`src/logic/thermal_supervisor_pkg.sv`:
```
package thermal_supervisor_pkg;
  // command bytes
  localparam logic [7:0] CMD_LOCAL_TEMP  = 8'h00;
  localparam logic [7:0] CMD_REMOTE_HIGH = 8'h01;
  localparam logic [7:0] CMD_EVENT_FLAGS = 8'h02;
  localparam logic [7:0] CMD_SETUP       = 8'h03;
  localparam logic [7:0] CMD_EVENT_MASK  = 8'h04;
  // reset values
  localparam logic [7:0] TEMP_RESET  = 8'h00;
  localparam logic [7:0] FLAGS_RESET = 8'h00;
  localparam logic [7:0] SETUP_RESET = 8'h80;
  localparam logic [7:0] MASK_RESET  = 8'h07;
  localparam logic [7:0] UNMAPPED_RD = 8'h00;
  // setup fields
  localparam int IRQ_EN_BIT   = 7;
  localparam int SHUTDOWN_BIT = 6;
  localparam int FQ_LSB       = 4;
  localparam int RES_LSB      = 2;
  localparam int WARM_RST_BIT = 0;
  // setup bits that read back (reserved bit 1 and write-only bit 0 read zero)
  localparam logic [7:0] SETUP_RD_MASK = 8'hfc;
  // flag positions
  localparam int DATA_READY_BIT  = 7;
  localparam int DIODE_FAULT_BIT = 2;
  localparam int REMOTE_OT_BIT   = 1;
  localparam int LOCAL_OT_BIT    = 0;
  localparam int LIMIT_LSB       = 3;
  localparam int NUM_LIMITS      = 4;
  // events that clear their own mask bit: data ready, limits, diode fault
  localparam logic [7:0] SELF_MASK_EVENTS = 8'hfc;
  // fault queue depths for codes 00..11
  localparam logic [2:0] FQ_DEPTH_0 = 3'h1;
  localparam logic [2:0] FQ_DEPTH_1 = 3'h2;
  localparam logic [2:0] FQ_DEPTH_2 = 3'h4;
  localparam logic [2:0] FQ_DEPTH_3 = 3'h6;
  // remote low byte fraction masks for 9..12 bit results
  localparam logic [7:0] RES_MASK_9  = 8'h80;
  localparam logic [7:0] RES_MASK_10 = 8'hc0;
  localparam logic [7:0] RES_MASK_11 = 8'he0;
  localparam logic [7:0] RES_MASK_12 = 8'hf0;

  typedef enum logic [1:0] {
    XFER_NONE      = 2'h0,
    XFER_READ_BYTE = 2'h1,
    XFER_READ_WORD = 2'h2,
    XFER_WRITE     = 2'h3
  } xfer_kind_t;

  typedef struct packed {
    xfer_kind_t  kind;
    logic [7:0]  code;
    logic [7:0]  data;
  } host_cmd_t;

  typedef struct packed {
    logic        valid;
    logic        word;
    logic [15:0] data;
  } host_rsp_t;

  typedef struct packed {
    logic [7:0]            local_temp;
    logic [15:0]           remote_temp;
    logic [NUM_LIMITS-1:0] limit_cond;
    logic                  diode_fault;
    logic                  remote_ot;
    logic                  local_ot;
  } conv_result_t;

  typedef enum logic [2:0] {
    ST_IDLE = 3'b001,
    ST_BUSY = 3'b010,
    ST_SHUT = 3'b100
  } conv_state_t;
endpackage

```
`src/logic/thermal_supervisor_register_bank.sv`:
```
`timescale 1ns/1ps
// Operation
// - local result, command 00h, resets zero
// - results two's complement, one degree per lsb
// - local result zero until first conversion
// - byte read 01h returns remote high byte
// - word read 01h: high then low, atomic
// - only command 01h answers a word read
// - bit 7 set when new data ready
// - bits 6..0 flag the seven events
// - reading flags clears all eight bits
// - flags reset to 00h
// - setup bit 7 enables interrupt output
// - shutdown bit selects shutdown mode
// - resolution codes give 9 to 12 bits
// - warm reset restores power-up defaults
// - setup at 03h resets to 80h
// - setup write purges queues, restarts conversion
// - mask at 04h, one bit per flag
// - mask resets to 07h
// - non-overtemp event sets flag, clears mask
// - limit condition must persist queue-depth conversions
// - shutdown drops interrupt, clears flags, purges queues
// - lockout ignores the warm reset bit; the write still loads setup
module thermal_supervisor_register_bank
  import thermal_supervisor_pkg::*;
(
  input  wire logic                                 ref_clk_in,
  input  wire logic                                 sys_rst_in,
  input  wire thermal_supervisor_pkg::host_cmd_t    host_cmd_in,
  output      thermal_supervisor_pkg::host_rsp_t    host_rsp_out,
  input  wire logic                                 conv_done_in,
  input  wire thermal_supervisor_pkg::conv_result_t conv_result_in,
  input  wire logic                                 warm_reset_lockout_in,
  output      logic                                 conv_start_out,
  output      logic                                 conv_abort_out,
  output      logic                                 shutdown_out,
  output      logic [1:0]                           remote_resolution_out,
  output      logic                                 alert_n_out,
  output      logic                                 alert_oe_out
);
  import thermal_supervisor_pkg::*;

  logic [7:0]  local_temp_result_r;
  logic [7:0]  remote_temp_result_high_r;
  logic [7:0]  remote_temp_result_low_r;
  logic [7:0]  event_flags_r;
  logic [7:0]  operating_setup_r;
  logic [7:0]  event_mask_reg_r;
  conv_state_t conv_state_r;
  conv_state_t conv_state_nxt;
  logic        alert_r;
  logic [7:0]  irq_pend_r;

  logic        wr_any;
  logic        setup_wr;
  logic        warm_rst;
  logic        flags_rd;
  logic        result_take;
  logic        global_irq_enable;
  logic        shutdown_select;
  logic        shutdown_enter;
  logic        queue_purge;
  logic [1:0]  fault_queue_depth;
  logic [2:0]  fq_depth;
  logic [7:0]  low_mask;
  logic [7:0]  event_set;
  logic [NUM_LIMITS-1:0] limit_hit;

  assign wr_any            = host_cmd_in.kind == XFER_WRITE;
  assign setup_wr          = wr_any && host_cmd_in.code == CMD_SETUP;
  assign warm_rst          = setup_wr && host_cmd_in.data[WARM_RST_BIT]
                             && !warm_reset_lockout_in;
  assign flags_rd          = (host_cmd_in.kind == XFER_READ_BYTE
                             || host_cmd_in.kind == XFER_READ_WORD)
                             && host_cmd_in.code == CMD_EVENT_FLAGS;
  assign global_irq_enable = operating_setup_r[IRQ_EN_BIT];
  assign shutdown_select   = operating_setup_r[SHUTDOWN_BIT];
  assign fault_queue_depth = operating_setup_r[FQ_LSB +: 2];
  assign shutdown_enter    = setup_wr && !warm_rst && host_cmd_in.data[SHUTDOWN_BIT]
                             && !shutdown_select;
  // a result arriving with a setup write belongs to the aborted conversion
  assign result_take       = conv_done_in && conv_state_r == ST_BUSY && !setup_wr;
  assign queue_purge       = setup_wr || shutdown_select;

  always_comb
  begin
    case (fault_queue_depth)
      2'h0:    fq_depth = FQ_DEPTH_0;
      2'h1:    fq_depth = FQ_DEPTH_1;
      2'h2:    fq_depth = FQ_DEPTH_2;
      default: fq_depth = FQ_DEPTH_3;
    endcase
  end

  always_comb
  begin
    case (operating_setup_r[RES_LSB +: 2])
      2'h0:    low_mask = RES_MASK_9;
      2'h1:    low_mask = RES_MASK_10;
      2'h2:    low_mask = RES_MASK_11;
      default: low_mask = RES_MASK_12;
    endcase
  end

  // one fault queue per limit comparison; overtemperature and diode fault bypass it
  genvar gi;
  generate
    for (gi = 0; gi < NUM_LIMITS; gi++)
    begin : g_queue
      logic [2:0] run_r;
      always_ff @(posedge ref_clk_in or posedge sys_rst_in)
      begin
        if (sys_rst_in)
          run_r <= 3'h0;
        else if (warm_rst || queue_purge)
          run_r <= 3'h0;
        else if (result_take)
        begin
          if (!conv_result_in.limit_cond[gi])
            run_r <= 3'h0;
          else if (run_r < fq_depth)
            run_r <= run_r + 3'h1;
        end
      end
      assign limit_hit[gi] = conv_result_in.limit_cond[gi]
                             && (run_r + 3'h1) >= fq_depth;
    end
  endgenerate

  always_comb
  begin
    event_set = 8'h00;
    if (result_take)
    begin
      event_set[DATA_READY_BIT]                  = 1'b1;
      event_set[LIMIT_LSB +: NUM_LIMITS]         = limit_hit;
      event_set[DIODE_FAULT_BIT]                 = conv_result_in.diode_fault;
      event_set[REMOTE_OT_BIT]                   = conv_result_in.remote_ot;
      event_set[LOCAL_OT_BIT]                    = conv_result_in.local_ot;
    end
  end

  // conversion sequencing
  always_comb
  begin
    conv_state_nxt = conv_state_r;
    case (conv_state_r)
      ST_IDLE:
        conv_state_nxt = shutdown_select ? ST_SHUT : ST_BUSY;
      ST_BUSY:
        if (setup_wr || conv_done_in)
          conv_state_nxt = ST_IDLE;
      ST_SHUT:
        if (!shutdown_select)
          conv_state_nxt = ST_IDLE;
      default:
        conv_state_nxt = ST_IDLE;
    endcase
    if (warm_rst)
      conv_state_nxt = ST_IDLE;
  end

  always_ff @(posedge ref_clk_in or posedge sys_rst_in)
  begin
    if (sys_rst_in)
    begin
      conv_state_r   <= ST_IDLE;
      conv_start_out <= 1'b0;
      conv_abort_out <= 1'b0;
    end
    else
    begin
      conv_state_r   <= conv_state_nxt;
      conv_start_out <= conv_state_r == ST_IDLE && !shutdown_select && !warm_rst;
      conv_abort_out <= conv_state_r == ST_BUSY && (setup_wr || warm_rst);
    end
  end

  // result registers: both remote bytes load in one edge so a word read is atomic
  always_ff @(posedge ref_clk_in or posedge sys_rst_in)
  begin
    if (sys_rst_in)
    begin
      local_temp_result_r       <= TEMP_RESET;
      remote_temp_result_high_r <= TEMP_RESET;
      remote_temp_result_low_r  <= TEMP_RESET;
    end
    else if (warm_rst)
    begin
      local_temp_result_r       <= TEMP_RESET;
      remote_temp_result_high_r <= TEMP_RESET;
      remote_temp_result_low_r  <= TEMP_RESET;
    end
    else if (result_take)
    begin
      // local and remote high bytes pass through unchanged; remote low byte masked by low_mask
      local_temp_result_r       <= conv_result_in.local_temp;
      remote_temp_result_high_r <= conv_result_in.remote_temp[15:8];
      remote_temp_result_low_r  <= conv_result_in.remote_temp[7:0] & low_mask;
    end
  end

  // flags: a new event wins over the read clear in the same edge
  always_ff @(posedge ref_clk_in or posedge sys_rst_in)
  begin
    if (sys_rst_in)
      event_flags_r <= FLAGS_RESET;
    else if (warm_rst || shutdown_enter || shutdown_select)
      event_flags_r <= FLAGS_RESET;
    else if (flags_rd)
      event_flags_r <= event_set;
    else
      event_flags_r <= event_flags_r | event_set;
  end

  // self-masking events drop their mask as they set, so keep which ones were enabled
  always_ff @(posedge ref_clk_in or posedge sys_rst_in)
  begin
    if (sys_rst_in)
      irq_pend_r <= FLAGS_RESET;
    else if (warm_rst || shutdown_enter || shutdown_select)
      irq_pend_r <= FLAGS_RESET;
    else if (flags_rd)
      irq_pend_r <= event_set & event_mask_reg_r;
    else
      irq_pend_r <= irq_pend_r | (event_set & event_mask_reg_r);
  end

  always_ff @(posedge ref_clk_in or posedge sys_rst_in)
  begin
    if (sys_rst_in)
      operating_setup_r <= SETUP_RESET;
    else if (warm_rst)
      operating_setup_r <= SETUP_RESET;
    else if (setup_wr)
      operating_setup_r <= host_cmd_in.data & SETUP_RD_MASK;
  end

  always_ff @(posedge ref_clk_in or posedge sys_rst_in)
  begin
    if (sys_rst_in)
      event_mask_reg_r <= MASK_RESET;
    else if (warm_rst)
      event_mask_reg_r <= MASK_RESET;
    else if (wr_any && host_cmd_in.code == CMD_EVENT_MASK)
      event_mask_reg_r <= host_cmd_in.data & ~(event_set & SELF_MASK_EVENTS);
    else
      event_mask_reg_r <= event_mask_reg_r & ~(event_set & SELF_MASK_EVENTS);
  end

  // host answers: one cycle after the command, writes anywhere are acknowledged
  always_ff @(posedge ref_clk_in or posedge sys_rst_in)
  begin
    if (sys_rst_in)
      host_rsp_out <= '0;
    else
    begin
      host_rsp_out.valid <= host_cmd_in.kind != XFER_NONE;
      host_rsp_out.word  <= host_cmd_in.kind == XFER_READ_WORD
                            && host_cmd_in.code == CMD_REMOTE_HIGH;
      case (host_cmd_in.code)
        CMD_LOCAL_TEMP:  host_rsp_out.data <= {local_temp_result_r, UNMAPPED_RD};
        CMD_REMOTE_HIGH: host_rsp_out.data <= {remote_temp_result_high_r,
                            remote_temp_result_low_r};
        CMD_EVENT_FLAGS: host_rsp_out.data <= {event_flags_r, UNMAPPED_RD};
        CMD_SETUP:       host_rsp_out.data <= {operating_setup_r, UNMAPPED_RD};
        CMD_EVENT_MASK:  host_rsp_out.data <= {event_mask_reg_r, UNMAPPED_RD};
        default:         host_rsp_out.data <= {UNMAPPED_RD, UNMAPPED_RD};
      endcase
    end
  end

  // status side outputs and the open-drain alert
  always_ff @(posedge ref_clk_in or posedge sys_rst_in)
  begin
    if (sys_rst_in)
    begin
      alert_r               <= 1'b0;
      shutdown_out          <= 1'b0;
      remote_resolution_out <= 2'h0;
    end
    else
    begin
      alert_r               <= global_irq_enable && !shutdown_select
                               && |(event_flags_r & event_mask_reg_r | irq_pend_r);
      shutdown_out          <= shutdown_select;
      remote_resolution_out <= operating_setup_r[RES_LSB +: 2];
    end
  end

  // pin only ever sinks; the level driven while enabled is low
  always_ff @(posedge ref_clk_in or posedge sys_rst_in)
  begin
    if (sys_rst_in)
    begin
      alert_n_out  <= 1'b1;
      alert_oe_out <= 1'b0;
    end
    else
    begin
      alert_n_out  <= !alert_r;
      alert_oe_out <= alert_r;
    end
  end

  setup_reset_a: assert property (@(posedge ref_clk_in)
    $fell(sys_rst_in) |-> operating_setup_r == SETUP_RESET && event_mask_reg_r == MASK_RESET)
    else $error("setup or mask not at power-up value");

  flags_clear_a: assert property (@(posedge ref_clk_in) disable iff (sys_rst_in)
    flags_rd && !result_take && !shutdown_select |=> event_flags_r == FLAGS_RESET)
    else $error("flags not cleared by read");

  read_value_a: assert property (@(posedge ref_clk_in) disable iff (sys_rst_in)
    flags_rd |=> host_rsp_out.data[15:8] == $past(event_flags_r))
    else $error("flags read returned wrong value");

  word_only_a: assert property (@(posedge ref_clk_in) disable iff (sys_rst_in)
    host_rsp_out.word |-> $past(host_cmd_in.code) == CMD_REMOTE_HIGH)
    else $error("word answer at wrong command");

  ready_sets_a: assert property (@(posedge ref_clk_in) disable iff (sys_rst_in)
    result_take && !warm_rst |=> event_flags_r[DATA_READY_BIT]
      && !event_mask_reg_r[DATA_READY_BIT])
    else $error("data ready did not set flag and clear mask");

  event_alert_a: assert property (@(posedge ref_clk_in) disable iff (sys_rst_in)
    global_irq_enable && !shutdown_select && |(event_set & event_mask_reg_r)
      |-> ##3 !alert_n_out && alert_oe_out)
    else $error("enabled event did not raise alert");

  atomic_pair_a: assert property (@(posedge ref_clk_in) disable iff (sys_rst_in)
    $changed(remote_temp_result_low_r) |-> $past(result_take) || $past(warm_rst))
    else $error("low byte changed outside a conversion");

  alert_path_a: assert property (@(posedge ref_clk_in) disable iff (sys_rst_in)
    global_irq_enable && !shutdown_select && |(event_flags_r & event_mask_reg_r)
      |-> ##2 !alert_n_out && alert_oe_out)
    else $error("alert not driven for pending event");

  shutdown_quiet_a: assert property (@(posedge ref_clk_in) disable iff (sys_rst_in)
    shutdown_select |-> ##1 event_flags_r == FLAGS_RESET ##1 !alert_r)
    else $error("shutdown left flags or alert active");

  reset_lockout_a: assert property (@(posedge ref_clk_in) disable iff (sys_rst_in)
    setup_wr && warm_reset_lockout_in |=> operating_setup_r == ($past(host_cmd_in.data)
      & SETUP_RD_MASK))
    else $error("warm reset acted despite lockout");

  abort_a: assert property (@(posedge ref_clk_in) disable iff (sys_rst_in)
    conv_state_r == ST_BUSY && setup_wr |=> conv_abort_out ##1 conv_start_out
      || shutdown_select)
    else $error("setup write did not restart conversion");

  ro_write_a: assert property (@(posedge ref_clk_in) disable iff (sys_rst_in)
    wr_any && host_cmd_in.code == CMD_LOCAL_TEMP && !result_take && !warm_rst
      |=> $stable(local_temp_result_r) && host_rsp_out.valid)
    else $error("read-only write changed result");

  word_read_c:  cover property (@(posedge ref_clk_in) host_rsp_out.word);
  alert_c:      cover property (@(posedge ref_clk_in) alert_oe_out);
  queue_full_c: cover property (@(posedge ref_clk_in) result_take
                  && fault_queue_depth == 2'h3 && limit_hit[NUM_LIMITS-1]);
  warm_rst_c:   cover property (@(posedge ref_clk_in) warm_rst);
endmodule
```
`config.mk`:
```
export PLATFORM = sky130hd
export DESIGN_NAME = thermal_supervisor_register_bank
export DESIGN_NICKNAME = d
export VERILOG_FILES = /design/src/logic/thermal_supervisor_pkg.sv /design/src/logic/thermal_supervisor_register_bank.sv
export SDC_FILE = /design/constraint.sdc
export NUM_CORES = 1
export LEC_CHECK = 0
export BUFFER_PORTS_ARGS = -buffer_cell sky130_fd_sc_hd__buf_2
export CORE_MARGIN = 2
export CORE_UTILIZATION = 43
export CTS_CLUSTER_DIAMETER = 50
export DETAILED_ROUTE_END_ITERATION = 6
export GPL_TIMING_DRIVEN = 1
export PLACE_DENSITY = 0.72
export SLEW_MARGIN = 5
export SYNTH_ARGS = -nofsm -noshare
export SYNTH_HDL_FRONTEND = slang
export SYNTH_SLANG_ARGS = --single-unit
```
`constraint.sdc`:
```
create_clock -name ref_clk_in -period 2.8 [get_ports ref_clk_in]
set_clock_uncertainty 0.15 [all_clocks]
set_input_delay 0.28 -clock ref_clk_in [delete_from_list [all_inputs] [get_ports ref_clk_in]]
set_output_delay 0.28 -clock ref_clk_in [all_outputs]
set_load 0.02 [all_outputs]
```
==> results summary <==
The final estimated routing congestion in global placement came out at 0.838. The number of antenna violations at the first check in global routing is 0. In the synthesized netlist the async set-or-reset flop fraction comes to 100%. In the synthesized netlist, the number of instances is 425. Input and output buffers added on the ports amount to 69. The die span in y is between 100 and 150 um. The normalized max-slew margin is between 60% and 70%.

The post-route cell area came out at ~5400 um^2. Leaving out fill and tap cells, the most frequent cells in the layout are sky130_fd_sc_hd__dfrtp_1, sky130_fd_sc_hd__buf_2, sky130_fd_sc_hd__nand2_1. In the final routed layout, each cell accounts on average for 16.4 um. Relative to the synthesized area, the layout overhead comes to 19.6%. The tree is rooted in a sky130_fd_sc_hd__clkbuf_8.

Setup violations remaining at the end of the flow were counted as 0. The overall power after layout is 0.00398 W. The simple logic cell fraction of the synthesized area is between 10% and 20%. The worst path buffer plus inverter count is 2. The number of DRC markers in iteration 0 came out at approximately 180. The number of instances resized during post-cts repair came out at 0. TritonCTS built the clock tree. For this run, the number of Yosys warnings is 0. The critical path class is flip-flop to flip-flop.

The count of final max-slew check failures came out at 0. The clock slew at the register clock pins of the worst setup and hold paths is 0.09 ns. Across the VDD grid, the largest voltage drop is 0.348 mV. The power density over the cells is 737 nW/um^2. The number of synthesized flops with an enable pin came out at 0. The total count of hold-check failures in the final report came out at 0.

The placeable core region came out at 10,200 um^2. The routed wire length came out at about 11 mm. The commonest register cell after synthesis is sky130_fd_sc_hd__dfrtp_1.

The compound-gate portion of the synthesized area is between 10% and 20%. The post-detailed-placement half-perimeter wirelength came out at 7.81 mm. After synthesis, the largest family of logic cells by area is compound AO/OA/AOI/OAI gates. The synthesized netlist contains 65 unique library cells. Across all layers, the routed design uses between 3,000 and 4,000 vias.

Derived from the worst setup path, the maximum achievable clock frequency is 458 MHz. The mapped netlist covers 4510 um^2. The summed negative setup slack over all endpoints is 0 ns. The sequential share of the synthesized area is about half. Setup repair after global routing left no endpoint under its margin. The number of synthesized register bits is 87. The max-capacitance violation count came out at 0.

The adder and majority cell fraction of the synthesized area came out at under 10%. The signal on the critical path passes through buf_4, clkinv_1, ha_1, o21ai_0, nand2b_1, or4_1, a21oi_1. The clock buffer count from CTS came out at 9. In the final design database the tool counted 587 nets. The starting density of the core came out at 44.1%. The transition time at the pin with the least slew margin came out at 0.584 ns.

The number of remaining DRC errors is 0. The standard cell area after detailed placement came out at 5020 um^2. The count of antenna diodes in the layout came out at 0. The pin count of the biggest net entering global routing is 41. The total global routing track utilization is between 20 and 25%.

The worst path arrival time is 2.32 ns. The longest individual stage delay on the worst path is 0.49 ns. In the final layout, the share of cells above drive strength 1 is 24.7%.

The xor/xnor share of the synthesized area is less than 1%. Global routing finished with a remaining overflow of 0. The longest clock path from root to sink contains 2 buffers. The width of the die is roughly 110 um. In this run the worst hold path is classified as input port to flip-flop. After detailed routing, the number of vias per cell comes to between 5 and 6. The time the final worst path needs with I/O delays and setup is 2.18 ns. Once detail routing completed, the nets flagged for antenna violations numbered 0.

The cell family contributing the most delay on the critical path is simple AND/OR/NAND/NOR gates. The leakage power is between 2 and 3 nW. The first detailed-routing pass ran for 5 iterations. The first global-routing pass estimated approximately 18 mm of wire. The I/O pin count is 78. The floorplan die area is 11,300 um^2. Dividing the final minimum period by the clock period gives ~78%. The multiplexer share of the synthesized area came out at 5.52%. The worst setup path is launched from a flip-flop. The number of rows in the core area is 37. The slowest stage of the critical path is the sky130_fd_sc_hd__or4_1 cell. The data required time at the worst endpoint is 2.93 ns. The clock insertion delay at the later pin of the skew report is 0.36 ns. The endpoint kind of the worst setup timing path is a flip-flop. The number of global-route vias before repair was 3,599. The count of clock tree sinks is just under 90.

Along the worst path, the maximum fanout reaches 12. The most common library cell in the layout ignoring fill and taps is sky130_fd_sc_hd__dfrtp_1. The average cell area after synthesis came out at 10.6 um^2. The H-tree generated during clock tree synthesis spans 3 levels.

The run finished with clean final reports.
[registers in the layout, summed over array words and instances, names as in the netlist]
register,count
conv_start_out,1
host_rsp_out,14
conv_state_r,3
g_queue.run_r,12
local_temp_result_r,8
event_flags_r,8
operating_setup_r,6
remote_temp_result_low_r,4
alert_n_out,1
conv_abort_out,1
shutdown_out,1
alert_r,1
alert_oe_out,1
remote_temp_result_high_r,8
remote_resolution_out,2
irq_pend_r,8
event_mask_reg_r,8
[where the power goes]
part / switching [W] / internal [W]
Sequential: 0.000241 / 0.00153
Clock: 0.000481 / 0.000452
Combinational: 0.000652 / 0.000618
[per-layer routing]
metal | GRT usage (%) | vias to the layer above | wire [um]
met4 | 7.42 | 0 | 267
met2 | 33.9 | 124 | 5220
met5 | 0 | - | 0
met3 | 4.11 | 22 | 609
li1 | - | 1721 | -
met1 | 27.2 | 1775 | 4680
[what timing repair did]
| action | 4_1_cts | 5_1_grt |
|---|---|---|
| setup endpoints to repair | 0 | 0 |
| hold endpoints to repair | 39 | 0 |
| buffers inserted | 0 | 0 |
| hold buffers | 16 | 0 |
[final timing paths]
check / start / slack, ns / cells past startpoint / endpoint
max reg2reg: operating_setup_r[5] / 0.62 / 7 / g_queue[3].run_r[2]
max in group asynchronous: sys_rst_in / 1.54 / 4 / host_rsp_out[17]
min: conv_result_in[20] / 0.01 / 2 / remote_temp_result_high_r[5]
min reg2reg: alert_r / 0.24 / 0 / alert_oe_out
max: operating_setup_r[5] / 0.62 / 7 / g_queue[3].run_r[2]
min in group asynchronous: sys_rst_in / 0.32 / 3 / local_temp_result_r[5]
[cells by family (layout without fill, tap and decap cells)]
| logic type | after synthesis | in the layout |
|---|---|---|
| AND/OR/NAND/NOR | 140 | 140 |
| AO/OA/AOI/OAI | 113 | 113 |
| flip-flops | 87 | 87 |
| buffers and inverters | 40 | 131 |
| adder cells (fa/ha/maj) | 22 | 22 |
| multiplexers | 17 | 17 |
| XOR/XNOR | 5 | 5 |
| other | 1 | 4 |
[cell usage after synthesis, types with 5 or more instances]
| cell | n | share of area [%] |
|---|---|---|
| sky130_fd_sc_hd__a32o_1 | 5 | 1.1 |
| sky130_fd_sc_hd__nand2_1 | 44 | 3.7 |
| sky130_fd_sc_hd__dfstp_2 | 6 | 3.5 |
| sky130_fd_sc_hd__a21oi_1 | 25 | 2.8 |
| sky130_fd_sc_hd__a22o_1 | 19 | 3.7 |
| sky130_fd_sc_hd__nand2b_1 | 5 | 0.69 |
| sky130_fd_sc_hd__inv_1 | 14 | 1.2 |
| sky130_fd_sc_hd__nor2b_1 | 6 | 0.83 |
| sky130_fd_sc_hd__dfrtp_1 | 81 | 45 |
| sky130_fd_sc_hd__and2_1 | 7 | 0.97 |
| sky130_fd_sc_hd__a22oi_1 | 16 | 2.7 |
| sky130_fd_sc_hd__nor3_1 | 8 | 0.89 |
| sky130_fd_sc_hd__buf_2 | 9 | 1.0 |
| sky130_fd_sc_hd__nor2_1 | 30 | 2.5 |
| sky130_fd_sc_hd__nand3_1 | 9 | 1.0 |
| sky130_fd_sc_hd__mux4_2 | 6 | 3.0 |
| sky130_fd_sc_hd__mux2i_1 | 8 | 1.8 |
| sky130_fd_sc_hd__ha_1 | 20 | 5.5 |
| sky130_fd_sc_hd__clkbuf_1 | 7 | 0.58 |
| sky130_fd_sc_hd__o21ai_0 | 20 | 2.2 |
[metrics by stage]
stage | cells | util [%] | hold WS [ns] | setup WS, ns
2_1_floorplan | 428 | - | 0.202 | 0.130
3_3_place_gp | 623 | 49.1 | 0.164 | 0.534
3_5_place_dp | 623 | 49.1 | 0.174 | 0.473
4_1_cts | 655 | 52.7 | 0.00224 | 0.614
5_1_grt | 655 | 52.7 | 0.00955 | 0.393
6_report | 655 | 52.7 | 0.0108 | 0.615
[final cells by class]
class	count	area, um^2
fillers	918	4840
flip-flops and latches	87	2180
multi-input cells	301	2140
inverters	17	65.1
repair buffers	98	616
clock buffers	10	138
well taps	136	170
clock inverters	6	76.3
(Power assumes the default switching activity.)
